===== src/verilog/mtl_pkg.sv =====
// constants for the memory type range lookup block
// assumes a 32-bit physical address space and an AXI4-Lite register bus
package mtl_pkg;
    // memory type encodings
    localparam logic [2:0] MT_UNCACHEABLE = 3'h0;
    localparam logic [2:0] MT_WRITE_COMB  = 3'h1;
    localparam logic [2:0] MT_WRITE_THRU  = 3'h4;
    localparam logic [2:0] MT_WRITE_PROT  = 3'h5;
    localparam logic [2:0] MT_WRITE_BACK  = 3'h6;
    // variable pair storage and reported count
    localparam int         NUM_PAIRS      = 8;
    localparam logic [7:0] PAIR_COUNT     = 8'h08;
    localparam logic       FIXED_SUPPORT  = 1'b1;
    // fixed granule counts: 8 x 64K, 16 x 16K, 64 x 4K
    localparam int         NUM_FIXED      = 88;
    localparam int         FIX16_BASE     = 8;
    localparam int         FIX4_BASE      = 24;
    // fixed region boundaries
    localparam logic [31:0] FIX64_END     = 32'h0007_FFFF;
    localparam logic [31:0] FIX16_END     = 32'h000B_FFFF;
    localparam logic [31:0] FIX4_END      = 32'h000F_FFFF;
    // register byte offsets
    localparam logic [11:0] OFS_CAP       = 12'h000;
    localparam logic [11:0] OFS_DEF       = 12'h004;
    localparam logic [11:0] OFS_BASE0     = 12'h100;
    localparam logic [11:0] OFS_MASK0     = 12'h104;
    localparam logic [11:0] OFS_FIX0      = 12'h200;
    // field positions
    localparam int          DEF_EN_BIT    = 11;
    localparam int          DEF_FIX_EN_BIT = 10;
    localparam int          CAP_FIX_BIT   = 8;
    localparam int          MASK_V_BIT    = 11;
    // reset values
    localparam logic [31:0] RST_ZERO      = 32'h0000_0000;
    // response codes
    localparam logic [1:0]  RESP_OKAY     = 2'h0;
    localparam logic [1:0]  RESP_SLVERR   = 2'h2;
endpackage


===== src/verilog/mtl_lookup.sv =====
// range registers with AXI4-Lite access and a registered type lookup
// assumes software keeps the update discipline around range changes
`timescale 1ns/1ps

// Summary of operation
// RULE_01 - enable clear forces every access uncacheable
// RULE_02 - fixed map: 64K, 16K, 4K granules
// RULE_03 - fixed type used when supported and enabled
// RULE_04 - scan as many pairs as count reports
// RULE_05 - invalid pair never matches
// RULE_06 - masked address equals masked base matches
// RULE_07 - no match falls back to default type
// RULE_08 - query software aligns, reports mixed result
// RULE_09 - assign software rejects misaligned, zero, wrapping
// RULE_10 - software checks pairs before programming
// RULE_11 - software disables interrupts, enters no-fill
// RULE_12 - software writes back, invalidates caches
// RULE_13 - software clears global pages, flushes translations
// RULE_14 - software disables ranges during update
// RULE_15 - software flushes again after re-enable
// RULE_16 - software restores cache mode, interrupts
// RULE_17 - multiprocessor software loads identical settings
// RULE_18 - software broadcasts and synchronizes updates
module mtl_lookup (
    // clock and reset
    input  wire logic        I_CLK_SYS,
    input  wire logic        I_RST_N,
    // lookup request
    input  wire logic        I_LK_VALID,
    input  wire logic [31:0] I_LK_ADDR,
    // lookup answer
    output logic             O_LK_VALID,
    output logic [2:0]       O_LK_TYPE,
    // axi write address
    input  wire logic        I_AWVALID,
    input  wire logic [11:0] I_AWADDR,
    output logic             O_AWREADY,
    // axi write data
    input  wire logic        I_WVALID,
    input  wire logic [31:0] I_WDATA,
    input  wire logic [3:0]  I_WSTRB,
    output logic             O_WREADY,
    // axi write response
    output logic             O_BVALID,
    output logic [1:0]       O_BRESP,
    input  wire logic        I_BREADY,
    // axi read address
    input  wire logic        I_ARVALID,
    input  wire logic [11:0] I_ARADDR,
    output logic             O_ARREADY,
    // axi read data
    output logic             O_RVALID,
    output logic [31:0]      O_RDATA,
    output logic [1:0]       O_RRESP,
    input  wire logic        I_RREADY
);

    ////////////////////////////////////////////////////////////////////
    // storage
    logic [31:0] def_reg;                          // default type register
    logic [31:0] base_reg [mtl_pkg::NUM_PAIRS];    // range base registers
    logic [31:0] mask_reg [mtl_pkg::NUM_PAIRS];    // range mask registers
    logic [2:0]  fix_reg  [mtl_pkg::NUM_FIXED];    // one type per granule
    logic [11:0] awaddr_reg;                       // captured write address
    logic [31:0] wdata_reg;                        // captured write data
    logic [3:0]  wstrb_reg;                        // captured strobes
    logic        aw_have_reg;                      // address held
    logic        w_have_reg;                       // data held
    logic        do_write;                         // both halves present

    ////////////////////////////////////////////////////////////////////
    // write channels: take address and data in either order
    assign do_write = aw_have_reg && w_have_reg && !O_BVALID;

    // write address capture
    always_ff @(posedge I_CLK_SYS) begin
        if (!I_RST_N) begin
            aw_have_reg <= 1'b0;
            awaddr_reg  <= 12'h000;
            O_AWREADY   <= 1'b0;
        end else if (do_write) begin
            aw_have_reg <= 1'b0;                   // release after use
            O_AWREADY   <= 1'b0;
        end else if (I_AWVALID && O_AWREADY) begin
            aw_have_reg <= 1'b1;
            awaddr_reg  <= I_AWADDR;
            O_AWREADY   <= 1'b0;
        end else begin
            O_AWREADY   <= !aw_have_reg && !O_BVALID;
        end
    end

    // write data capture
    always_ff @(posedge I_CLK_SYS) begin
        if (!I_RST_N) begin
            w_have_reg <= 1'b0;
            wdata_reg  <= mtl_pkg::RST_ZERO;
            wstrb_reg  <= 4'h0;
            O_WREADY   <= 1'b0;
        end else if (do_write) begin
            w_have_reg <= 1'b0;
            O_WREADY   <= 1'b0;
        end else if (I_WVALID && O_WREADY) begin
            w_have_reg <= 1'b1;
            wdata_reg  <= I_WDATA;
            wstrb_reg  <= I_WSTRB;
            O_WREADY   <= 1'b0;
        end else begin
            O_WREADY   <= !w_have_reg && !O_BVALID;
        end
    end

    // decode helpers
    function automatic logic [31:0] merge(input logic [31:0] old_v,
                                          input logic [31:0] new_v,
                                          input logic [3:0]  strb);
        logic [31:0] r;
        r = old_v;
        for (int b = 0; b < 4; b++) begin
            if (strb[b]) begin
                r[b*8 +: 8] = new_v[b*8 +: 8];
            end
        end
        return r;
    endfunction

    // whether an address is word-aligned inside the pair window or the fixed window
    function automatic logic is_pair(input logic [11:0] a);
        return (a >= mtl_pkg::OFS_BASE0) &&
               (a < mtl_pkg::OFS_BASE0 + 12'(8 * mtl_pkg::NUM_PAIRS)) &&
               (a[1:0] == 2'h0);
    endfunction

    function automatic logic is_fix(input logic [11:0] a);
        return (a >= mtl_pkg::OFS_FIX0) &&
               (a < mtl_pkg::OFS_FIX0 + 12'(4 * mtl_pkg::NUM_FIXED)) &&
               (a[1:0] == 2'h0);
    endfunction

    logic        wr_ok;                            // write hits a register
    logic [11:0] wr_pofs;                          // offset in pair window
    logic [11:0] wr_fofs;                          // offset in fixed window
    assign wr_pofs = awaddr_reg - mtl_pkg::OFS_BASE0;
    assign wr_fofs = awaddr_reg - mtl_pkg::OFS_FIX0;
    assign wr_ok   = (awaddr_reg == mtl_pkg::OFS_DEF) ||
                     is_pair(awaddr_reg) || is_fix(awaddr_reg);

    // default type register; reset clears enables
    always_ff @(posedge I_CLK_SYS) begin
        if (!I_RST_N) begin
            def_reg <= mtl_pkg::RST_ZERO;
        end else if (do_write && awaddr_reg == mtl_pkg::OFS_DEF) begin
            def_reg <= merge(def_reg, wdata_reg, wstrb_reg) & 32'h0000_0C07;
        end
    end

    // pair registers, one slot per generate entry
    genvar gp;
    generate
        for (gp = 0; gp < mtl_pkg::NUM_PAIRS; gp++) begin : g_pair
            always_ff @(posedge I_CLK_SYS) begin
                if (!I_RST_N) begin
                    base_reg[gp] <= mtl_pkg::RST_ZERO;
                    mask_reg[gp] <= mtl_pkg::RST_ZERO; // valid bit clear
                end else if (do_write && is_pair(awaddr_reg) &&
                             wr_pofs[11:3] == 9'(gp)) begin
                    if (wr_pofs[2]) begin
                        mask_reg[gp] <= merge(mask_reg[gp], wdata_reg,
                                              wstrb_reg) & 32'hFFFF_F800;
                    end else begin
                        base_reg[gp] <= merge(base_reg[gp], wdata_reg,
                                              wstrb_reg) & 32'hFFFF_F007;
                    end
                end
            end
        end
    endgenerate

    // fixed granule types
    genvar gf;
    generate
        for (gf = 0; gf < mtl_pkg::NUM_FIXED; gf++) begin : g_fix
            always_ff @(posedge I_CLK_SYS) begin
                if (!I_RST_N) begin
                    fix_reg[gf] <= mtl_pkg::MT_UNCACHEABLE;
                end else if (do_write && is_fix(awaddr_reg) &&
                             wr_fofs[11:2] == 10'(gf) && wstrb_reg[0]) begin
                    fix_reg[gf] <= wdata_reg[2:0];
                end
            end
        end
    endgenerate

    // write response; unmapped writes answer slverr
    always_ff @(posedge I_CLK_SYS) begin
        if (!I_RST_N) begin
            O_BVALID <= 1'b0;
            O_BRESP  <= mtl_pkg::RESP_OKAY;
        end else if (do_write) begin
            O_BVALID <= 1'b1;
            O_BRESP  <= wr_ok ? mtl_pkg::RESP_OKAY : mtl_pkg::RESP_SLVERR;
        end else if (O_BVALID && I_BREADY) begin
            O_BVALID <= 1'b0;
        end
    end

    ////////////////////////////////////////////////////////////////////
    // read channel: one read at a time, answer one cycle after address
    logic [31:0] rd_val;                           // decoded read word
    logic        rd_ok;                            // read hits a register
    logic [11:0] rd_pofs;
    logic [11:0] rd_fofs;
    assign rd_pofs = I_ARADDR - mtl_pkg::OFS_BASE0;
    assign rd_fofs = I_ARADDR - mtl_pkg::OFS_FIX0;

    // read mux
    always_comb begin
        rd_val = mtl_pkg::RST_ZERO;
        rd_ok  = 1'b1;
        if (I_ARADDR == mtl_pkg::OFS_CAP) begin
            rd_val[7:0]                  = mtl_pkg::PAIR_COUNT;
            rd_val[mtl_pkg::CAP_FIX_BIT] = mtl_pkg::FIXED_SUPPORT;
        end else if (I_ARADDR == mtl_pkg::OFS_DEF) begin
            rd_val = def_reg;
        end else if (is_pair(I_ARADDR)) begin
            rd_val = rd_pofs[2] ? mask_reg[rd_pofs[5:3]]
                                : base_reg[rd_pofs[5:3]];
        end else if (is_fix(I_ARADDR)) begin
            rd_val[2:0] = fix_reg[rd_fofs[8:2]];
        end else begin
            rd_ok = 1'b0;                          // unmapped
        end
    end

    // read handshake
    always_ff @(posedge I_CLK_SYS) begin
        if (!I_RST_N) begin
            O_ARREADY <= 1'b0;
            O_RVALID  <= 1'b0;
            O_RDATA   <= mtl_pkg::RST_ZERO;
            O_RRESP   <= mtl_pkg::RESP_OKAY;
        end else if (I_ARVALID && O_ARREADY) begin
            O_ARREADY <= 1'b0;
            O_RVALID  <= 1'b1;
            O_RDATA   <= rd_val;
            O_RRESP   <= rd_ok ? mtl_pkg::RESP_OKAY : mtl_pkg::RESP_SLVERR;
        end else if (O_RVALID && I_RREADY) begin
            O_RVALID  <= 1'b0;
        end else begin
            O_ARREADY <= !O_RVALID;
        end
    end

    ////////////////////////////////////////////////////////////////////
    // lookup, one cycle from request to answer
    logic [2:0]  lk_type;                          // resolved type
    logic [6:0]  fix_idx;                          // granule index
    logic        in_fixed;                         // below 1 MByte
    logic        var_hit;
    logic [2:0]  var_type;

    // fixed granule selection
    always_comb begin
        in_fixed = (I_LK_ADDR <= mtl_pkg::FIX4_END);
        fix_idx  = 7'h00;
        // RULE_02 granule split
        if (I_LK_ADDR <= mtl_pkg::FIX64_END) begin
            fix_idx = 7'(I_LK_ADDR[18:16]);
        end else if (I_LK_ADDR <= mtl_pkg::FIX16_END) begin
            fix_idx = 7'(mtl_pkg::FIX16_BASE) + 7'(I_LK_ADDR[17:14]);
        end else begin
            fix_idx = 7'(mtl_pkg::FIX4_BASE) + 7'(I_LK_ADDR[17:12]);
        end
    end

    // variable pair scan; lowest matching pair wins, overlap is
    // left to software as undefined territory
    always_comb begin
        var_hit  = 1'b0;
        var_type = mtl_pkg::MT_UNCACHEABLE;
        for (int p = mtl_pkg::NUM_PAIRS - 1; p >= 0; p--) begin
            // RULE_04 RULE_05 RULE_06 count, valid, masked compare
            if (8'(p) < mtl_pkg::PAIR_COUNT &&
                mask_reg[p][mtl_pkg::MASK_V_BIT] &&
                ((I_LK_ADDR & {mask_reg[p][31:12], 12'h000}) ==
                 (base_reg[p] & {mask_reg[p][31:12], 12'h000}))) begin
                var_hit  = 1'b1;
                var_type = base_reg[p][2:0];
            end
        end
    end

    // precedence: disable, fixed, variable, default
    always_comb begin
        // RULE_01 disabled means uncacheable
        if (!def_reg[mtl_pkg::DEF_EN_BIT]) begin
            lk_type = mtl_pkg::MT_UNCACHEABLE;
        // RULE_03 fixed region takes priority
        end else if (mtl_pkg::FIXED_SUPPORT &&
                     def_reg[mtl_pkg::DEF_FIX_EN_BIT] && in_fixed) begin
            lk_type = fix_reg[fix_idx];
        end else if (var_hit) begin
            lk_type = var_type;
        // RULE_07 default fallback
        end else begin
            lk_type = def_reg[2:0];
        end
    end

    // registered answer
    always_ff @(posedge I_CLK_SYS) begin
        if (!I_RST_N) begin
            O_LK_VALID <= 1'b0;
            O_LK_TYPE  <= mtl_pkg::MT_UNCACHEABLE;
        end else begin
            O_LK_VALID <= I_LK_VALID;
            O_LK_TYPE  <= lk_type;
        end
    end

    ////////////////////////////////////////////////////////////////////
    // checks
    localparam int DEF_EN     = mtl_pkg::DEF_EN_BIT;      // global enable
    localparam int DEF_FIX_EN = mtl_pkg::DEF_FIX_EN_BIT;  // fixed enable
    a_disable_forces_uc: assert property (@(posedge I_CLK_SYS)
        disable iff (!I_RST_N)
        (I_LK_VALID && !def_reg[mtl_pkg::DEF_EN_BIT]) |=>
        (O_LK_TYPE == mtl_pkg::MT_UNCACHEABLE))  // RULE_01
        else $error("disabled ranges gave a cached type");
    a_fixed_lookup: assert property (@(posedge I_CLK_SYS)
        disable iff (!I_RST_N)
        (I_LK_VALID && def_reg[DEF_EN] && def_reg[DEF_FIX_EN] &&
         I_LK_ADDR <= mtl_pkg::FIX64_END) |=>
        (O_LK_TYPE == fix_reg[$past(I_LK_ADDR[18:16])]))  // RULE_03
        else $error("fixed granule type not used");
    a_fixed_small: assert property (@(posedge I_CLK_SYS)
        disable iff (!I_RST_N)
        (I_LK_VALID && def_reg[DEF_EN] && def_reg[DEF_FIX_EN] &&
         I_LK_ADDR > mtl_pkg::FIX16_END &&
         I_LK_ADDR <= mtl_pkg::FIX4_END) |=>
        (O_LK_TYPE == fix_reg[7'(mtl_pkg::FIX4_BASE) +
                              7'($past(I_LK_ADDR[17:12]))]))  // RULE_02
        else $error("4K granule index wrong");
    a_default_fallback: assert property (@(posedge I_CLK_SYS)
        disable iff (!I_RST_N)
        (I_LK_VALID && def_reg[DEF_EN] && !var_hit &&
         !(def_reg[DEF_FIX_EN] && in_fixed)) |=>
        (O_LK_TYPE == $past(def_reg[2:0])))  // RULE_07
        else $error("default type not used");
    a_invalid_pair: assert property (@(posedge I_CLK_SYS)
        disable iff (!I_RST_N)
        (mask_reg[0][mtl_pkg::MASK_V_BIT] == 1'b0 &&
         mask_reg[1][mtl_pkg::MASK_V_BIT] == 1'b0 &&
         mask_reg[2][mtl_pkg::MASK_V_BIT] == 1'b0 &&
         mask_reg[3][mtl_pkg::MASK_V_BIT] == 1'b0 &&
         mask_reg[4][mtl_pkg::MASK_V_BIT] == 1'b0 &&
         mask_reg[5][mtl_pkg::MASK_V_BIT] == 1'b0 &&
         mask_reg[6][mtl_pkg::MASK_V_BIT] == 1'b0 &&
         mask_reg[7][mtl_pkg::MASK_V_BIT] == 1'b0) |-> !var_hit)  // RULE_05
        else $error("invalid pair matched");
    a_pair0_match: assert property (@(posedge I_CLK_SYS)
        disable iff (!I_RST_N)
        (I_LK_VALID && def_reg[DEF_EN] && !in_fixed &&
         mask_reg[0][mtl_pkg::MASK_V_BIT] &&
         ((I_LK_ADDR ^ base_reg[0]) & {mask_reg[0][31:12], 12'h000})
            == 32'h0) |=>
        (O_LK_TYPE == $past(base_reg[0][2:0])))  // RULE_06 RULE_04
        else $error("pair zero match lost");
    a_read_answer: assert property (@(posedge I_CLK_SYS)
        disable iff (!I_RST_N)
        (I_ARVALID && O_ARREADY) |=> O_RVALID)
        else $error("read not answered in one cycle");
    a_write_answer: assert property (@(posedge I_CLK_SYS)
        disable iff (!I_RST_N)
        do_write |=> (O_BVALID && !aw_have_reg && !w_have_reg))
        else $error("write not answered");

endmodule


===== config.mk =====
export PLATFORM = sky130hd
export DESIGN_NAME = mtl_lookup
export DESIGN_NICKNAME = d
export VERILOG_FILES = /design/src/verilog/mtl_pkg.sv /design/src/verilog/mtl_lookup.sv
export SDC_FILE = /design/constraint.sdc
export NUM_CORES = 2
export LEC_CHECK = 0
export BUFFER_PORTS_ARGS = -buffer_cell sky130_fd_sc_hd__clkbuf_2
export CORE_MARGIN = 2
export CORE_UTILIZATION = 56
export CTS_BUF_LIST = sky130_fd_sc_hd__clkbuf_4
export DETAILED_ROUTE_END_ITERATION = 10
export PLACE_DENSITY = 0.73
export SETUP_SLACK_MARGIN = 0.5
export SYNTH_ARGS = -nofsm -noshare
export SYNTH_HDL_FRONTEND = slang
export SYNTH_SLANG_ARGS = --single-unit

===== constraint.sdc =====
create_clock -name I_CLK_SYS -period 7.6 [get_ports I_CLK_SYS]
set_input_delay 0.38 -clock I_CLK_SYS [delete_from_list [all_inputs] [get_ports I_CLK_SYS]]
set_output_delay 0.38 -clock I_CLK_SYS [all_outputs]
set_load 0.01 [all_outputs]

Yosys cells after proc, flatten, opt, wreduce, memory -nomap -nowiden
Memory sizes are Yosys's and may differ from the RTL's.
Cells that the tools add are included.

word-level totals
  flip-flop bits (word level) = 100
  RAM bits = 616
  input bits = 100
  output and inout port bits = 45
  memories kept = 3

operators by class
  $add $sub $neg = 6
  order comparisons = 11
  equality and inequality tests = 104
  mux-type cells = 680
  bitwise gates (word level) = 122
  reductions and logical operators = 235

memory list
  memory    words  bits a word  rd ports  clocked after Yosys merged registers in  write ports  line              source
  fix_reg   88     3            2         0                                        88           mtl_lookup.sv:63  logic [2:0] fix_reg [mtl_pkg::NUM_FIXED];
  base_reg  8      23           9         0                                        8            mtl_lookup.sv:61  logic [31:0] base_reg [mtl_pkg::NUM_PAIRS];
  mask_reg  8      21           9         0                                        8            mtl_lookup.sv:62  logic [31:0] mask_reg [mtl_pkg::NUM_PAIRS];

operators with widths
  operator                                                              count
  two-way mux 8 bit                                                     192
  bitwise AND 32 bit                                                    16
  two-way mux 3 bit                                                     132
  two-way mux 1 bit                                                     331
  equality test 10 x 6 -> 1 bit (second input constant)                 32
  equality test 32 bit                                                  8
  equality test 10 x 7 -> 1 bit (second input constant)                 24
  logical AND 1 bit                                                     213
  two-way mux 23 bit                                                    9
  two-way mux 21 bit                                                    8
  equality test 10 x 5 -> 1 bit (second input constant)                 16
  bitwise OR 1 bit                                                      104
  equality test 10 x 4 -> 1 bit (second input constant)                 8
  less-or-equal comparator 32 x 20 -> 1 bit (second input constant)     2
  two-way mux 32 bit                                                    2
  equality test 10 x 3 -> 1 bit (second input constant)                 4
  equality test 9 x 3 -> 1 bit (second input constant)                  4
  less-or-equal comparator 32 x 19 -> 1 bit (second input constant)     1
  two-way mux 29 bit                                                    1
  equality test 12 x 3 -> 1 bit (second input constant)                 2
  greater-or-equal comparator 12 x 10 -> 1 bit (second input constant)  2
  greater-or-equal comparator 12 x 9 -> 1 bit (second input constant)   2
  < comparator 12 x 10 -> 1 bit (second input constant)                 2
  < comparator 12 x 9 -> 1 bit (second input constant)                  2
  other kinds (24)                                                      41

Longest topological paths before layout
An unclocked memory read counts as a cell.

  depth after elaboration = 14
  gate-level depth with buffers = 15

Worst setup path after synthesis
No wires, ideal clock.

  path type = in2reg
  from = input I_ARADDR[3]
  to = register O_RDATA[12]
  library setup time = 0.128 ns
  arrival = 3.086 ns
  required time = 7.472 ns
  slack = 4.386 ns
  cell stages on the path = 8
  buffers on the path = 4
  path through = clkbuf_1 -> buf_1 -> buf_1 -> clkbuf_1 -> mux4_2 -> mux4_2 -> a22oi_1 -> nor2_1

on the way
  word-level cells in the longest chain between the ends = 6
  elaborated cells between the ends (all ways) = 13
  those cells by class = add/sub (1); order compare (2); eq/ne (1); mux (4); reduce/logical (3); memory (2)

RTL lines
  item                                                     line                                  source
  start, declared                                          mtl_lookup.sv:49                      input wire logic [11:0] I_ARADDR,
  subtractor 6 x 1 -> 6 bit, or another cell as far along  mtl_lookup.sv:213                     assign rd_pofs = I_ARADDR - mtl_pkg::OFS_BASE0;
  memory (8 x 23 bit), or another cell as far along        n/a
  two-way mux 32 bit or logical AND 1 bit (tied branches)  mtl_lookup.sv:226, mtl_lookup.sv:130
  two-way mux 29 bit                                       mtl_lookup.sv:225                     end else if (is_pair(I_ARADDR)) begin
  two-way mux 32 bit                                       mtl_lookup.sv:223                     end else if (I_ARADDR == mtl_pkg::OFS_DEF) begin
  two-way mux 23 bit (*)                                   mtl_lookup.sv:220                     if (I_ARADDR == mtl_pkg::OFS_CAP) begin
  end signal, assigned                                     mtl_lookup.sv:240                     O_RDATA <= mtl_pkg::RST_ZERO;
  end signal, assigned                                     mtl_lookup.sv:245                     O_RDATA <= rd_val;
  end, declared                                            mtl_lookup.sv:53                      output logic [31:0] O_RDATA,

Mark *: on every way between the ends. The rest lies on a longest branch, timed or not.
A chain may end at the register's enable or synchronous reset.

==> impl_metrics.py <==
metrics = {
    "critical_path": {
        "critPathLaunchType": "flop",
        "cp_max_fo": 48,
        "r2r_start": "awaddr_reg[5]$_SDFFE_PN0P_",
        "required_ns": 8.48,
        "critPathKind": "flop to flop",
        "critical_path_arrival_ns": 5.42,
        "endpoint_kind": "flop",
        "rr_endpoint": "fix_reg[57][2]$_SDFFCE_PN0P_",
        "r2r_slack_ns": 3.06,
        "r2r_cells": 7,
    },
    "drt": {
        "wl_per_cell_um": 31.2,
        "initialDrtViolationCount": 4484,
        "met3_length_um": 15500,
        "drc": 0,
        "drt-total-wl_um": 134000,
        "num_vias": 29300,
        "top_layer_used": "met4",
        "vias_per_cell": 6.84,
        "antenna_left": 0,
        "drtPass1Iterations": 7,
        "met1_length_um": 45600,
        "wl_met2_um": 62600,
    },
    "sta": {
        "maxSlewHeadroom_pct": 8.22,
        "period_minus_slack_ns": 4.54,
        "maxSlewViolCount": 0,
        "worst_pin_slew_ns": 1.37,
        "fin_tns_setup_ns": 0,
        "rsz0062_at_grt": "false",
        "setup_viol": 0,
        "max_freq_mhz": 220,
        "period_share_pct": 59.8,
        "hold_viol": 0,
        "setup_slack_ns": 3.06,
        "finClkSkew_ns": 0.0801,
    },
    "clock_network": {
        "cts_tree": "done",
        "clk_pin_slew_ns": 0.06,
        "post_cts_resize_count": 0,
        "clock_sinks": 701,
        "cts.root.buffer_cell": "clkbuf_4",
        "cts_buffers": 181,
        "h-tree-depth": 4,
        "cts_buffer_depth": 3,
        "clock_latency_ns": 1.09,
    },
    "pwr": {
        "p_leak_nw": 15.5,
        "p_per_area_mw_per_mm2": 211,
        "finalPower_w": 0.00876,
        "vdd_drop_max_mv": 0.147,
    },
    "synth": {
        "synth_cells": 3085,
        "avgSynthCellArea_um2": 12.0,
        "synth_edf_count": 616,
        "syn_area_mm2": 0.0370,
        "synth_top_cell_by_area": "edfxtp_1",
        "yosysWarningCount": 0,
        "ys_seq_area_share_pct": 54.6,
        "ys_types": 81,
        "ys_ff_latch": 701,
        "async_flop_share_pct": 0,
        "synthTopCellsByArea": "edfxtp_1 50%, mux4_2 13%, dfxtp_1 4.6%, nor2_1 4.2%, xor2_1 3.8%",
        "synth-main-ff-cell": "edfxtp_1",
        "synth_top_area_share_pct": 50.0,
    },
    "place": {
        "io_buffers": 118,
        "hpwl_um": 94000,
        "pre_cts_slack_ns": 2.50,
        "gp_congestion": 1.06,
        "placed_area_mm2": 0.0383,
    },
    "layout": {
        "fin_area_mm2": 0.0415,
        "area_growth_pct": 12.0,
        "largest_reg_flops": 264,
        "multi_input_area_mm2": 0.0157,
        "fin_nets": 3391,
        "seq_area_mm2": 0.0202,
        "final_layout_size_suffix_gt1_share_pct": 21.6,
        "n_fill_cell": 5020,
    },
    "hold_path": {
        "hold_start": "I_AWADDR[7]",
        "min_path_cells": 4,
        "hold_class": "input port to flop",
        "hold_end": "awaddr_reg[7]$_SDFFE_PN0P_",
    },
    "floorplanning": {
        "ioPinCount": 145,
        "dieHeight_um": 261,
        "die_area_mm2": 0.0682,
        "die-width_um": 261,
        "start_util_pct": 56.4,
        "rows": 94,
        "design.core.area_mm2": 0.0656,
    },
    "run_status": {
        "status": "finished clean",
    },
    "run": {
        "drv_cap": 0,
    },
    "grt": {
        "grt_pass1_vias": 28700,
        "antenna_found_initial": 4,
        "track_usage_pct": 39.7,
        "grt_max_degree": 81,
        "grt_overflow_total": 0,
        "grt_pass1_wl_um": 193000,
    },
}
per-layer routing:
layer	vias up	track usage (%)
met5	-	0
met4	0	25.9
li1	12100	-
met1	14300	49.7
met2	2467	63.1
met3	505	8.58
power by group:
part | switching, W | total (W) | internal [W] | leakage, nW
Sequential | 0.000123 | 0.00443 | 0.00430 | 7.05
Combinational | 0.000562 | 0.000912 | 0.000350 | 7.04
Clock | 0.00164 | 0.00342 | 0.00178 | 1.41
area by class of cell:
type	instances	share of cell area [%]
sequential	701	48.7
multi-input combinational	2101	37.9
clock buffer	274	4.96
timing repair buffer	273	4.77
tap	864	2.61
clock inverter	49	0.821
inverter	25	0.226
antenna	5	0.0302
timing repair:
action	4_1_cts	5_1_grt
hold endpoints to repair	87	0
hold buffers	76	0
setup buffers	0	0
placed cells by master, fill, tap and decap left out, drive strengths merged, types with 11 or more instances in the layout:
cell type / netlist / routed
edfxtp: 616 / 616
nor2: 414 / 414
clkbuf: 195 / 389
nand2: 311 / 311
and3: 223 / 223
mux4: 214 / 214
o21ai: 165 / 165
xor2: 161 / 161
and2: 90 / 90
dfxtp: 85 / 85
a22oi: 84 / 84
buf: 69 / 82
dlygate4sd3: 0 / 76
nand3: 57 / 57
mux2i: 52 / 52
a21oi: 50 / 50
clkinv: 1 / 40
a21boi: 36 / 36
nand4: 28 / 28
inv: 24 / 26
nor3: 24 / 24
nor4: 18 / 18
o22ai: 12 / 12
a211oi: 12 / 12
nor2b: 11 / 11
worst max-delay path: stages (launching register included):
cell	delay (ns)
dfxtp_1	0.58
nor4_1	0.37
nand3_1	0.13
a311o_1	0.42
nor2_1	0.36
nand4_1	1.07
or2_2	1.09
nor2_1	0.27
cells by family after synthesis:
group / count (synthesis) / share of synthesized area, %
AND/OR/NAND/NOR: 1211 / 15.5
flip-flops: 701 / 54.6
AO/OA/AOI/OAI: 435 / 7.74
buffers and inverters: 289 / 3.30
multiplexers: 276 / 14.7
XOR/XNOR: 164 / 3.88
adder cells (fa/ha/maj): 8 / 0.270
other: 1 / 0.0101
Yosys cell counts (23+ instances only):
master / n
a21boi_0: 36
nor3_1: 23
nand3_1: 57
clkbuf_1: 195
inv_1: 24
edfxtp_1: 616
nor2_1: 413
mux2i_1: 52
mux4_2: 212
a22oi_1: 84
and3_1: 223
o21ai_0: 162
xor2_1: 161
dfxtp_1: 85
buf_2: 24
and2_1: 90
nand2_1: 309
a21oi_1: 50
nand4_1: 28
worst max-delay path by stage:
| stage | start | endpoint | slack (ns) | depth (start not counted) |
|---|---|---|---|---|
| after floorplan | I_ARADDR[3] | O_RDATA[12]$_SDFFE_PN0P_ | 4.39 | 8 |
| after global placement | I_LK_ADDR[20] | O_LK_TYPE[2]$_SDFF_PN0_ | 2.59 | 11 |
| after detailed placement | I_LK_ADDR[20] | O_LK_TYPE[2]$_SDFF_PN0_ | 2.50 | 11 |
| after CTS | awaddr_reg[5]$_SDFFE_PN0P_ | base_reg[7][12]$_SDFFCE_PN0P_ | 3.24 | 9 |
| after global routing | awaddr_reg[5]$_SDFFE_PN0P_ | base_reg[7][10]$_SDFFCE_PN0P_ | 2.77 | 9 |
| final | awaddr_reg[5]$_SDFFE_PN0P_ | fix_reg[57][2]$_SDFFCE_PN0P_ | 3.06 | 7 |
per-stage QoR:
stage	cells	util [%]	hold WS, ns
floorplan	3091	-	0.417
global placement	3888	58.4	0.431
detailed placement	3888	58.4	0.442
CTS	4287	63.2	0.0171
global route	4289	63.2	0.0705
finish	4292	63.2	0.0859
Power figures use the tool's default switching activity.
